`config.mk`:
```
export PLATFORM = sky130hd
export DESIGN_NAME = adc_conversion_timing
export DESIGN_NICKNAME = d
export VERILOG_FILES = /design/src/core/adc_conversion_timing.v /design/src/core/basic_clock_divider.v
export VERILOG_INCLUDE_DIRS = /design/src /design/src/core
export SDC_FILE = /design/constraint.sdc
export NUM_CORES = 1
export LEC_CHECK = 0
export BUFFER_PORTS_ARGS = -buffer_cell sky130_fd_sc_hd__buf_2
export CAP_MARGIN = 0
export CORE_MARGIN = 5
export CORE_UTILIZATION = 45
export CTS_BUF_LIST = sky130_fd_sc_hd__clkbuf_16
export DETAILED_ROUTE_END_ITERATION = 7
export PLACE_DENSITY = 0.66
export SLEW_MARGIN = 25
export SYNTH_ARGS = -nofsm -noshare
export SYNTH_HDL_FRONTEND = slang
export SYNTH_SLANG_ARGS = --single-unit
```
`constraint.sdc`:
```
create_clock -name sys_clk -period 2.03 [get_ports sys_clk]
set_input_delay 0 -clock sys_clk [delete_from_list [all_inputs] [get_ports sys_clk]]
set_output_delay 0 -clock sys_clk [all_outputs]
set_load 0.01 [all_outputs]
```
`src/core/adc_timing_defs.vh`:
```
// Contract
// - In compatibility mode the basic clock is the system clock divided by 4, 2, 16 or 8 for select codes 00, 01, 10, 11.
// - The sample duration is 8, 16, 32 or 64 basic-clock periods for sample select codes 00 to 11.
// - A 10-bit conversion takes 52 basic periods with post-calibration or 40 without, plus sample time, plus 6 system clocks to load the result.
// - Turning post-calibration off shortens any conversion by exactly 12 basic-clock periods.
// - Inputs below reference ground give code 0x000 and inputs above reference supply give 0x3ff.
// - Conversions requested during reset calibration are served and lengthen the calibration.
// - The divider and sample encodings apply in compatibility mode only; an alternative input clock control is selectable. The code uses sample codes in both.
// - The converter runs on the system clock, which equals the CPU clock.
// - After reset a calibration sequence of 484 to 11696 basic-clock periods runs.
`ifndef ADC_TIMING_DEFS_VH
`define ADC_TIMING_DEFS_VH
`define SYS_CLK_MHZ 20
`define DIV_CODE_BY4 2'h0
`define DIV_CODE_BY2 2'h1
`define DIV_CODE_BY16 2'h2
`define DIV_CODE_BY8 2'h3
`define SAMPLE_BC_0 7'h08
`define SAMPLE_BC_1 7'h10
`define SAMPLE_BC_2 7'h20
`define SAMPLE_BC_3 7'h40
`define CONV10_POST_BC 7'h34
`define CONV8_POST_BC 7'h2c
`define RES8_BITS 7'h08
`define RES10_BITS 7'h0a
`define POST_CAL_BC 7'h0c
`define LOAD_SYS_CYCLES 3'h6
`define CAL_MIN_BC 484
`define CAL_MAX_BC 11696
`define CODE_ZERO 10'h000
`define CODE_FULL 10'h3ff
`endif

```
`src/core/adc_conversion_timing.v`:
```
`timescale 1ns/100ps
`default_nettype none
`include "adc_timing_defs.vh"
module adc_conversion_timing #(
  parameter CAL_BC = `CAL_MIN_BC
) (
  // Clock and reset
  input wire sys_clk,
  input wire rstn,
  // Control fields
  input wire [1:0] basic_clock_divider_select,
  input wire [1:0] sample_time_select,
  input wire post_cal_en,
  input wire res_8bit,
  input wire alt_clock_mode,
  input wire [3:0] alt_clock_div,
  // Conversion request and analog front end
  input wire start,
  input wire cmp_in,
  input wire under_range_pin,
  input wire over_range_pin,
  // Status and result
  output wire busy,
  output reg sampling,
  output reg calibrating,
  output reg result_valid,
  output reg [9:0] result
);
  localparam ST_IDLE = 3'h0;
  localparam ST_SAMPLE = 3'h1;
  localparam ST_CONV = 3'h2;
  localparam ST_LOAD = 3'h3;
  reg [2:0] state_reg;
  reg [6:0] bc_cnt_reg;
  reg [2:0] sys_cnt_reg;
  reg [13:0] cal_cnt_reg;
  reg [9:0] sar_reg;
  reg [1:0] range_s1_reg;
  reg [1:0] range_s2_reg;
  reg cmp_s1_reg;
  reg cmp_s2_reg;
  reg [6:0] sample_bc;
  reg [6:0] conv_bc;
  reg [3:0] alt_cnt_reg;
  reg [2:0] state_next;
  reg [6:0] bc_cnt_next;
  reg [2:0] sys_cnt_next;
  reg [9:0] sar_next;
  reg sampling_next;
  reg result_valid_next;
  reg [9:0] result_next;
  reg [13:0] cal_cnt_next;
  reg calibrating_next;
  reg [6:0] bit_count;
  reg [9:0] load_code;
  wire take;
  wire div_tick;
  wire alt_tick;
  wire tick;
  wire run;
  // A taken start restarts the basic clock, so every conversion has the same phase
  assign take = (state_reg == ST_IDLE) && start;
  assign run = (state_reg != ST_IDLE) || (calibrating && !take);
  assign busy = state_reg != ST_IDLE;
  basic_clock_divider u_div (
    .sys_clk(sys_clk),
    .rstn(rstn),
    .run(run),
    .basic_clock_divider_select(basic_clock_divider_select),
    .bc_tick(div_tick)
  );
  // Alternative clock control: divide by alt_clock_div + 1
  assign alt_tick = run && (alt_cnt_reg >= alt_clock_div);
  assign tick = alt_clock_mode ? alt_tick : div_tick;
  always @* begin
    case (sample_time_select)
      2'h0: sample_bc = `SAMPLE_BC_0;
      2'h1: sample_bc = `SAMPLE_BC_1;
      2'h2: sample_bc = `SAMPLE_BC_2;
      default: sample_bc = `SAMPLE_BC_3;
    endcase
  end
  always @* begin
    conv_bc = res_8bit ? `CONV8_POST_BC : `CONV10_POST_BC;
    if (!post_cal_en) begin
      conv_bc = conv_bc - `POST_CAL_BC;
    end
  end
  // Bits resolved per conversion
  always @* begin
    if (res_8bit) begin
      bit_count = `RES8_BITS;
    end else begin
      bit_count = `RES10_BITS;
    end
  end
  // Pin inputs pass two flip-flops
  always @(posedge sys_clk) begin
    if (!rstn) begin
      range_s1_reg <= 2'h0;
      range_s2_reg <= 2'h0;
      cmp_s1_reg <= 1'b0;
      cmp_s2_reg <= 1'b0;
    end else begin
      range_s1_reg <= {over_range_pin, under_range_pin};
      range_s2_reg <= range_s1_reg;
      cmp_s1_reg <= cmp_in;
      cmp_s2_reg <= cmp_s1_reg;
    end
  end
  always @(posedge sys_clk) begin
    if (!rstn || !run || alt_tick) begin
      alt_cnt_reg <= 4'h0;
    end else begin
      alt_cnt_reg <= alt_cnt_reg + 4'h1;
    end
  end
  // Reset calibration counts idle basic ticks only, so conversions lengthen it
  always @* begin
    calibrating_next = calibrating;
    cal_cnt_next = cal_cnt_reg;
    if (calibrating && tick && state_reg == ST_IDLE) begin
      cal_cnt_next = cal_cnt_reg + 14'h1;
      if (cal_cnt_reg == CAL_BC[13:0] - 14'h1) begin
        calibrating_next = 1'b0;
      end
    end
  end
  always @(posedge sys_clk) begin
    if (!rstn) begin
      calibrating <= 1'b1;
      cal_cnt_reg <= 14'h0;
    end else begin
      calibrating <= calibrating_next;
      cal_cnt_reg <= cal_cnt_next;
    end
  end
  // Out-of-range inputs clamp to the end codes; under range wins
  always @* begin
    if (range_s2_reg[0]) begin
      load_code = `CODE_ZERO;
    end else if (range_s2_reg[1]) begin
      load_code = `CODE_FULL;
    end else if (res_8bit) begin
      load_code = {sar_reg[7:0], 2'h0};
    end else begin
      load_code = sar_reg;
    end
  end
  // Sequencer: sample, resolve bits, load
  always @* begin
    state_next = state_reg;
    bc_cnt_next = bc_cnt_reg;
    sys_cnt_next = sys_cnt_reg;
    sar_next = sar_reg;
    sampling_next = sampling;
    result_valid_next = 1'b0;
    result_next = result;
    case (state_reg)
      ST_IDLE: begin
        if (start) begin
          state_next = ST_SAMPLE;
          bc_cnt_next = 7'h0;
          sampling_next = 1'b1;
        end
      end
      ST_SAMPLE: begin
        if (tick) begin
          if (bc_cnt_reg == sample_bc - 7'h1) begin
            state_next = ST_CONV;
            bc_cnt_next = 7'h0;
            sampling_next = 1'b0;
            sar_next = 10'h0;
          end else begin
            bc_cnt_next = bc_cnt_reg + 7'h1;
          end
        end
      end
      ST_CONV: begin
        if (tick) begin
          if (bc_cnt_reg < bit_count) begin
            sar_next = {sar_reg[8:0], cmp_s2_reg};
          end
          if (bc_cnt_reg == conv_bc - 7'h1) begin
            state_next = ST_LOAD;
            sys_cnt_next = 3'h0;
          end else begin
            bc_cnt_next = bc_cnt_reg + 7'h1;
          end
        end
      end
      ST_LOAD: begin
        if (sys_cnt_reg == `LOAD_SYS_CYCLES - 3'h1) begin
          state_next = ST_IDLE;
          result_valid_next = 1'b1;
          result_next = load_code;
        end else begin
          sys_cnt_next = sys_cnt_reg + 3'h1;
        end
      end
      default: begin
        state_next = ST_IDLE;
        sampling_next = 1'b0;
      end
    endcase
  end
  // Sequencer registers
  always @(posedge sys_clk) begin
    if (!rstn) begin
      state_reg <= ST_IDLE;
      bc_cnt_reg <= 7'h0;
      sys_cnt_reg <= 3'h0;
      sar_reg <= 10'h0;
      sampling <= 1'b0;
      result_valid <= 1'b0;
      result <= `CODE_ZERO;
    end else begin
      state_reg <= state_next;
      bc_cnt_reg <= bc_cnt_next;
      sys_cnt_reg <= sys_cnt_next;
      sar_reg <= sar_next;
      sampling <= sampling_next;
      result_valid <= result_valid_next;
      result <= result_next;
    end
  end
endmodule
`default_nettype wire

```
`src/core/basic_clock_divider.v`:
```
`timescale 1ns/100ps
`default_nettype none
`include "adc_timing_defs.vh"
module basic_clock_divider (
  // Clock and reset
  input wire sys_clk,
  input wire rstn,
  // Control
  input wire run,
  input wire [1:0] basic_clock_divider_select,
  // Basic clock enable
  output wire bc_tick
);
  reg [3:0] cnt_reg;
  reg [3:0] cnt_next;
  reg [3:0] last;
  always @* begin
    case (basic_clock_divider_select)
      `DIV_CODE_BY4: last = 4'h3;
      `DIV_CODE_BY2: last = 4'h1;
      `DIV_CODE_BY16: last = 4'hf;
      `DIV_CODE_BY8: last = 4'h7;
      default: last = 4'h3;
    endcase
  end
  assign bc_tick = run && (cnt_reg >= last);
  always @* begin
    if (!run || bc_tick) begin
      cnt_next = 4'h0;
    end else begin
      cnt_next = cnt_reg + 4'h1;
    end
  end
  always @(posedge sys_clk) begin
    if (!rstn) begin
      cnt_reg <= 4'h0;
    end else begin
      cnt_reg <= cnt_next;
    end
  end
endmodule
`default_nettype wire

```
==> results.txt, run 1 <==
most frequent cells in the layout: dfxtp_1 (58), buf_4 (33), nor2_1 (32)
routed vias/inst: 5.348
Initial Util: 0.4662
post-synth net total: 434
first-pass GRT wire length: 12,800 um
RSZ-0062 raised after global routing: true
Die H: 96.92 um
die footprint: 0.009393 mm2
DIE WIDTH: 96.92 um
final hold viol count: 0
WP data required: 2290 ps
PwrDens: 889.5 mW/mm2
commonest non-fill, non-tap cell in the layout: dfxtp_1
CP Launch Type: flop
drt first pass iters: 4
met3 GRT Util: 0.04460
Slew Viols, Final: 0
Yosys Warn Count: 0
Worst Hold Class: primary input to flop
vias in the first global route: 2,835
Antenna Cells: 0
Seq cells post-synth: 63
PortBufs: 30
GR Util met2: 0.2702
Leak Pwr: 1.794 nW
CTS tree: yes
num rows: 31
final WL: 8035 um
DP Area: 0.003807 mm2
Final WS setup: -175.3 ps
clk sinks: 63
Avg Cell Area, Syn: 8.541 um2
Worst Hold Depth: 3
Post-synth EDFFs: 0
H-tree depth reported by CTS: 3
R2R depth: 10
nets: 501
GRT Total Usage: 0.1608
Crit Path Max Fanout: 5
drt wl/cell: 14.12 um
register area share after synthesis: 0.3710
clock skew: 4.838 ps
status: finished with violations
area grow syn2layout: 32.57%
global placer's final weighted congestion: 0.8336
gr ovfl total: 0
hold_ws: 53.09 ps
post-synthesis cell type count: 52
gr busiest metal: met2
asr flop ratio synth: 0
Critical Path AT: 2460 ps
final instance area: 0.004507 mm2
r2r endpoint: sar_reg[7]
# Max-Cap Violations: 0
CTS clk-pin slew, worst paths: 50 ps
Crit Path Category: flop to flop
CP Capture Type: flop
ANT nets after route: 0
# IOs: 31
cts bufs inserted: 9
mapped cell area: 0.003400 mm2
dpl ws: -136.9 ps
Syn Inst Count: 398
Peak VDD IR: 0.5508 mV
min Tclk post-route: 2205 ps
Final Setup Violations: 22
pin count of the biggest net entering global routing: 23
worst slew pin tran: 549.3 ps
max reg flops: 14
r2r setup slk: -180 ps
antenna violations before repair: 0
beginning of the critical path: alt_cnt_reg[1]
Synth Flop Type: dfxtp_1
core area: 0.007292 mm2
Max Freq: 453.5 MHz
Slew headroom: 0.6327
CP endpoint: sar_reg[7]
clk buf depth: 2
layout cells sized above 1: 0.3085
Initial DRC Count: 208
Post-DP HPWL: 5221 um
routed vias: 3,043
Residual DRC: 0
fin crit share: 1.086
failing checks: setup timing
met1 Track Usage GR: 0.1945
final core utilization: 0.6181
CTS Root Cell: clkbuf_16
worst skew pair latency: 320 ps
worst flop-to-flop path startpoint: alt_cnt_reg[1]
-- critical path, cell delays in order, from the launching register on --
cell and delay [ps]:
dfxtp_2 330, ha_4 260, o211ai_1 110, o211ai_1 320, nand3_2 200, buf_6 170
a2111oi_4 190, buf_6 180, clkbuf_16 140, nand3_1 100, a21oi_2 130
-- stage by stage --
stage / cells / setup TNS, ps / power (W)
after global routing: 569 / -5075 / 0.004211
after detailed placement: 541 / -1589 / 0.002402
after floorplan: 398 / -99.67 / 0.002053
final: 569 / -2249 / 0.004009
after CTS: 562 / -1141 / 0.003819
after global placement: 541 / -950.2 / 0.002375
-- worst min path at each step --
stage	from	to	slack [ps]
final	start	sampling	50
after global routing	start	sampling	80
after CTS	start	sampling	40
after detailed placement	over_range_pin	range_s1_reg[1]	210
after global placement	over_range_pin	range_s1_reg[1]	220
after floorplan	cmp_in	cmp_s1_reg	130
-- Yosys cell counts, types with 3 or more instances --
cell      instances  area [um2]
inv_1            21       78.83
a21oi_1          36       180.2
a211oi_1          8       60.06
nor2_1           33       123.9
clkbuf_1         12       45.04
xnor2_1          10       87.58
or3b_1            3       26.28
nor4_1            3       18.77
nand2b_1          8       50.05
and2_1           16       100.1
buf_6             5       56.30
o211ai_1          4       30.03
o21ai_0          12       60.06
xor2_1            5       43.79
nand3_1          23       115.1
or3_1             7       43.79
nor3_1           20       100.1
or2b_2            5       43.79
mux2i_1           6       60.06
nor3b_1           4       30.03
dfxtp_1          63        1261
o22ai_1           3       18.77
a21oi_2           4       35.03
nor2b_1           5       31.28
ha_1             19       237.7
nand2_1          24       90.09
-- power by group --
group	switching (W)	total [W]	internal, W
Combinational	0.000681	0.00133	0.000650
Sequential	0.0000509	0.00136	0.00131
Clock	0.000518	0.00132	0.000802
Total	0.00125	0.00401	0.00276
-- cell type report --
cell class | count | area (um2)
Clock buffer | 9 | 225.2
Timing Repair Buffer | 78 | 603.1
Sequential cell | 63 | 1267
Tap cell | 99 | 123.9
Fill cell | 633 | 2785
Clock inverter | 7 | 32.53
Multi-Input combinational cell | 291 | 2172
Inverter | 22 | 82.58
-- per-layer routing --
metal  vias up  wire length [um]
met5         -                 0
met4         0                76
met3         8               370
met2        56              4012
met1      1454              3575
li1       1525                 -
-- timing repair --
item,CTS,global route
gates cloned,0,2
hold buffers,3,0
setup endpoints to repair,26,37
hold endpoints to repair,3,0
setup buffers,3,5
pin swaps,6,23
gates resized for setup,13,50
-- kinds of logic after synthesis --
group	after synthesis	share of synthesized area
and+or+nand+nor	166	0.2654
AOI/OAI and AO/OA	85	0.1693
DFF	63	0.3710
buffers and inverters	44	0.06809
adders and majority gates	19	0.06993
xor gates and xnor gates	15	0.03864
muxes	6	0.01767
No activity file was read; power rests on OpenSTA's default activity.
==> run 2, diff against run 1 <==
Settings changed: BUFFER_PORTS_ARGS -buffer_cell sky130_fd_sc_hd__buf_2 to not set, CORE_MARGIN 5 to not set, DONT_BUFFER_PORTS set to 1, PLACE_DENSITY 0.66 to not set.
==> results.txt, run 2 (synthesis gave the netlist of run 1 again) <==
Final WS setup: -99.94 ps (was -175.3 ps)
Crit Path Max Fanout: 6 (was 5)
GRT Total Usage: 0.2042 (was 0.1608)
CP Capture Type: flop (unchanged)
CTS tree: yes (unchanged)
area of the multi-input gates: 0.002093 mm2 (was 0.002172 mm2)
clk buf depth: 2 (unchanged)
first-pass GRT wire length: 12,300 um (was 12,800 um)
commonest non-fill, non-tap cell in the layout: dfxtp_1 (unchanged)
cts bufs inserted: 9 (unchanged)
part of the power in registers: 0.333 (was 0.339)
WP data required: 2280 ps (was 2290 ps)
ANT nets after route: 0 (unchanged)
Die H: 88.92 um (was 96.92 um)
CTS Root Cell: clkbuf_16 (unchanged)
RSZ-0062 raised after global routing: true (unchanged)
CTS clk-pin slew, worst paths: 50 ps (about the same)
# IOs: 31 (unchanged)
worst slew pin tran: 843.6 ps (was 549.3 ps)
r2r endpoint: bc_cnt_reg[1] (was sar_reg[7])
r2r setup slk: -100 ps (was -180 ps)
Crit Path Category: flop to flop (unchanged)
Worst Hold Class: primary input to flop (unchanged)
num rows: 31 (unchanged)
Post-DP HPWL: 4944 um (was 5221 um)
Hold Startpoint: start (unchanged)
TNS Setup: -776.7 ps (was -2249 ps)
min Tclk post-route: 2130 ps (was 2205 ps)
area grow syn2layout: 29.33% (was 32.57%)
routed vias/inst: 5.288 (was 5.348)
hold endpoint: state_reg[1] (was sampling)
final core utilization: 0.6030 (was 0.6181)
nets: 484 (was 501)
gr ovfl total: 0 (unchanged)
drt wl/cell: 14.04 um (was 14.12 um)
Clock power frac: 0.362 (was 0.329)
status: finished with violations (unchanged)
max reg flops: 14 (unchanged)
Final Setup Violations: 23 (was 22)
antenna violations before repair: 0 (unchanged)
drt first pass iters: 4 (unchanged)
Critical Path AT: 2380 ps (was 2460 ps)
fin crit share: 1.049 (was 1.086)
CP Launch Type: flop (unchanged)
switching power: 0.001225 W (was 0.001250 W)
internal power: 0.002877 W (was 0.002759 W)
routed vias: 2,919 (was 3,043)
final WL: 7749 um (was 8035 um)
worst skew pair latency: 330 ps (was 320 ps)
# fillers: 660 (was 633)
final hold viol count: 0 (unchanged)
vias in the first global route: 2,710 (was 2,835)
most frequent cells in the layout: dfxtp_1 (56), buf_4 (39), nor2_1 (33) (was dfxtp_1 (58), buf_4 (33), nor2_1 (32))
PwrDens: 933.0 mW/mm2 (was 889.5 mW/mm2)
dpl ws: -225.5 ps (was -136.9 ps)
final instance area: 0.004397 mm2 (was 0.004507 mm2)
Initial DRC Count: 110 (was 208)
PortBufs: 0 (was 30)
global placer's final weighted congestion: 0.8301 (was 0.8336)
Worst Hold Depth: 2 (was 3)
clk sinks: 63 (unchanged)
worst flop-to-flop path startpoint: alt_cnt_reg[3] (was alt_cnt_reg[1])
DIE WIDTH: 88.92 um (was 96.92 um)
failing checks: setup timing (unchanged)
switching share of power: 0.2986 (was 0.3118)
Peak VDD IR: 0.5232 mV (was 0.5508 mV)
core area: 0.007292 mm2 (unchanged)
Slew headroom: 0.4370 (was 0.6327)
hold_ws: 5.343 ps (was 53.09 ps)
H-tree depth reported by CTS: 3 (unchanged)
layout cells sized above 1: 0.2428 (was 0.3085)
R2R depth: 8 (was 10)
Slew Viols, Final: 0 (unchanged)
# Max-Cap Violations: 0 (unchanged)
Antenna Cells: 0 (unchanged)
Initial Util: 0.4662 (unchanged)
Residual DRC: 0 (unchanged)
clock skew: 5.503 ps (was 4.838 ps)
Max Freq: 469.5 MHz (was 453.5 MHz)
Leak Pwr: 1.646 nW (was 1.794 nW)
Combinational Power Share: 0.305 (was 0.332)
DP Area: 0.003672 mm2 (was 0.003807 mm2)
Reg area: 0.001270 mm2 (was 0.001267 mm2)
pin count of the biggest net entering global routing: 26 (was 23)
die footprint: 0.007906 mm2 (was 0.009393 mm2)
[run 2: area by class of cell]
class,count,share of cell area
clock buffer,9,0.05122
clock inverter,7,0.01480
inverter,22,0.01878
multi-input combinational,291,0.4761
sequential,63,0.2888
tap,99,0.02817
timing repair buffer,61,0.1221
[run 2: power groups by stage]
stage | combinational, W | sequential [W] | clock [W]
after floorplan | 0.000670 | 0.00138 | 0
after global placement | 0.000965 | 0.00138 | 0
after detailed placement | 0.000986 | 0.00138 | 0
after CTS | 0.00119 | 0.00136 | 0.00151
after global routing | 0.00136 | 0.00137 | 0.00156
final | 0.00125 | 0.00137 | 0.00148
[run 2: routing by layer]
metal	vias to the layer above	part of all wire	GRT usage
met5	-	0	0
met4	0	0.012	0.07478
met3	9	0.033	0.04063
met2	45	0.48	0.3510
met1	1373	0.47	0.2539
li1	1492	-	-
[run 2: through the flow]
step | total power, W | std cells
floorplan | 0.002053 | 398
global placement | 0.002345 | 513
global route | 0.004290 | 552
finish | 0.004102 | 552
CTS | 0.004061 | 551
detailed placement | 0.002367 | 513
[run 2: worst max path at each step]
stage	slack (ps)	endpoint	cells after the start	startpoint
after floorplan	-50	bc_cnt_reg[0]	8	alt_cnt_reg[3]
after global placement	-130	bc_cnt_reg[0]	7	alt_cnt_reg[3]
after detailed placement	-230	bc_cnt_reg[0]	7	alt_cnt_reg[3]
after CTS	-80	bc_cnt_reg[0]	8	alt_cnt_reg[3]
after global routing	-210	bc_cnt_reg[1]	8	alt_cnt_reg[3]
final	-100	bc_cnt_reg[1]	8	alt_cnt_reg[3]
[run 2: worst max-delay path: stages (launching register included)]
cell and delay (ps):
dfxtp_2 330, ha_4 260, o211ai_1 100, o211ai_1 190, buf_4 160, a32oi_1 80, or3b_4 420, or3b_1 390
a21oi_2 120
[run 2: what timing repair did]
item / CTS / global route
endpoints found under the setup margin: 34 / 42
pin swaps: 10 / 7
buffers inserted: 5 / 1
resized for setup: 22 / 24
hold buffers: 17 / 0
hold endpoints to repair: 25 / 0
==> run 3, diff against run 2 <==
Settings changed: RECOVER_POWER set to 100.
==> results.txt, run 3 (synthesis gave the netlist of run 1 again) <==
CP Launch Type: flop (unchanged)
Final WS setup: -99.97 ps (was -99.94 ps)
switching share of power: 0.2987 (was 0.2986)
Crit path top cell by count: o211ai_1 (unchanged)
R2R depth: 8 (unchanged)
Initial DRC Count: 107 (was 110)
part of the power in registers: 0.334 (was 0.333)
fin crit share: 1.049 (about the same)
Crit Path Max Fanout: 6 (unchanged)
# fillers: 662 (was 660)
switching power: 0.001221 W (was 0.001225 W)
DP Area: 0.003672 mm2 (unchanged)
Leak Pwr: 1.640 nW (was 1.646 nW)
Critical Path AT: 2380 ps (about the same)
min Tclk post-route: 2130 ps (about the same)
r2r endpoint: bc_cnt_reg[1] (unchanged)
failing checks: setup timing (unchanged)
commonest non-fill, non-tap cell in the layout: dfxtp_1 (unchanged)
WP data required: 2280 ps (about the same)
Pwr Total: 0.004086 W (was 0.004102 W)
max reg flops: 14 (unchanged)
final hold viol count: 0 (unchanged)
cts bufs inserted: 9 (unchanged)
Peak VDD IR: 0.5209 mV (was 0.5232 mV)
Clock power frac: 0.363 (was 0.362)
Die H: 88.92 um (unchanged)
worst skew pair latency: 330 ps (about the same)
critical-path cell list: ha_4, o211ai_1, o211ai_1, buf_4, a32oi_1, or3b_4, or3b_1, a21oi_2 (unchanged)
Final Setup Violations: 23 (unchanged)
GRT Total Usage: 0.2042 (unchanged)
most frequent cells in the layout: dfxtp_1 (56), buf_4 (37), nor2_1 (33) (was dfxtp_1 (56), buf_4 (39), nor2_1 (33))
routed vias/inst: 5.270 (was 5.288)
TNS Setup: -819.9 ps (was -776.7 ps)
clk sinks: 63 (unchanged)
# Max-Cap Violations: 0 (unchanged)
die footprint: 0.007906 mm2 (unchanged)
Crit Path Category: flop to flop (unchanged)
antenna violations before repair: 0 (unchanged)
clock skew: 4.714 ps (was 5.503 ps)
final instance area: 0.004387 mm2 (was 0.004397 mm2)
vias in the first global route: 2,710 (unchanged)
ANT nets after route: 0 (unchanged)
final WL: 7740 um (was 7749 um)
Crit-path slowest cell: or3b_4 (unchanged)
worst slew pin tran: 842.9 ps (was 843.6 ps)
drt first pass iters: 4 (unchanged)
PwrDens: 931.5 mW/mm2 (was 933.0 mW/mm2)
status: finished with violations (unchanged)
Worst Hold Class: primary input to flop (unchanged)
routed vias: 2,909 (was 2,919)
Layout Cells excl Fill: 552 (unchanged)
pin count of the biggest net entering global routing: 26 (unchanged)
# IOs: 31 (unchanged)
core area: 0.007292 mm2 (unchanged)
Max stage delay on crit path: 420 ps (about the same)
first-pass GRT wire length: 12,300 um (unchanged)
Combinational Power Share: 0.303 (was 0.305)
Antenna Cells: 0 (unchanged)
Post-DP HPWL: 4944 um (unchanged)
clk buf depth: 2 (unchanged)
nets: 484 (unchanged)
hold_ws: 5.164 ps (was 5.343 ps)
Slew headroom: 0.4374 (was 0.4370)
Max Freq: 469.5 MHz (about the same)
Residual DRC: 0 (unchanged)
drt wl/cell: 14.02 um (was 14.04 um)
PortBufs: 0 (unchanged)
r2r setup slk: -100 ps (about the same)
layout cells sized above 1: 0.2362 (was 0.2428)
num rows: 31 (unchanged)
Initial Util: 0.4662 (unchanged)
internal power: 0.002866 W (was 0.002877 W)
H-tree depth reported by CTS: 3 (unchanged)
Inst Count DP: 513 (unchanged)
CTS Root Cell: clkbuf_16 (unchanged)
area grow syn2layout: 29.04% (was 29.33%)
gr ovfl total: 0 (unchanged)
global placer's final weighted congestion: 0.8301 (unchanged)
CTS tree: yes (unchanged)
hold endpoint: state_reg[0] (was state_reg[1])
Worst Hold Depth: 2 (unchanged)
worst flop-to-flop path startpoint: alt_cnt_reg[3] (unchanged)
CTS clk-pin slew, worst paths: 50 ps (about the same)
RSZ-0062 raised after global routing: true (unchanged)
CP Capture Type: flop (unchanged)
DIE WIDTH: 88.92 um (unchanged)
Slew Viols, Final: 0 (unchanged)
Hold Startpoint: start (unchanged)
-- run 3: cell types whose count changed in the layout (fill, tap and decap cells not counted), sizes merged --
cell,delta
buf,-2
clkbuf,+2
-- run 3: how the worst max path moves through the flow --
| stage | start | to | slack [ps] | depth (start not counted) |
|---|---|---|---|---|
| after floorplan | alt_cnt_reg[3] | bc_cnt_reg[0] | -50 | 8 |
| after global placement | alt_cnt_reg[3] | bc_cnt_reg[0] | -130 | 7 |
| after detailed placement | alt_cnt_reg[3] | bc_cnt_reg[0] | -230 | 7 |
| after CTS | alt_cnt_reg[3] | bc_cnt_reg[0] | -80 | 8 |
| after global routing | alt_cnt_reg[3] | bc_cnt_reg[1] | -210 | 8 |
| final | alt_cnt_reg[3] | bc_cnt_reg[1] | -100 | 8 |
-- run 3: per-stage QoR --
step	utilization	setup WS, ps
2_1_floorplan	-	-49.85
3_3_place_gp	0.5036	-127.4
3_5_place_dp	0.5036	-225.5
4_1_cts	0.5873	-84.93
5_1_grt	0.6016	-208.5
6_report	0.6016	-99.97
-- run 3: critical path, delay by kind of cell, from the launching register on --
| family | cells | cell delay, ps |
|---|---|---|
| compound gates | 4 | 490 |
| simple gates | 2 | 810 |
| buf+inv | 1 | 160 |
| flops | 1 | 330 |
| fa+ha+maj | 1 | 260 |
-- run 3: layout make-up --
| type | instances | area (um2) | area share |
|---|---|---|---|
| clock buffer | 9 | 225.2 | 0.05134 |
| clock inverter | 7 | 65.06 | 0.01483 |
| inverter | 22 | 82.58 | 0.01882 |
| multi-input combinational | 291 | 2091 | 0.4766 |
| sequential | 63 | 1270 | 0.2895 |
| tap | 99 | 123.9 | 0.02824 |
| timing repair buffer | 61 | 529.3 | 0.1207 |
-- run 3: timing repair --
action	in CTS	in global routing
cloned	0	0
endpoints found under the hold margin	25	0
buffers inserted	5	1
hold buffers	17	0
endpoints found under the setup margin	34	42
pin swaps	10	7
resized for setup	22	24
-- run 3: metal layers --
metal	part of all wire	vias up	GRT usage
met5	0	-	0
met1	0.47	1372	0.2539
met2	0.49	38	0.3510
li1	-	1491	-
met4	0.014	0	0.07478
met3	0.029	8	0.04063
-- run 3: power groups by stage --
stage	registers [W]	clock network, W	logic, W
after floorplan	0.00138	0	0.000670
after global placement	0.00138	0	0.000965
after detailed placement	0.00138	0	0.000986
after CTS	0.00136	0.00151	0.00119
after global routing	0.00137	0.00156	0.00135
final	0.00137	0.00148	0.00124
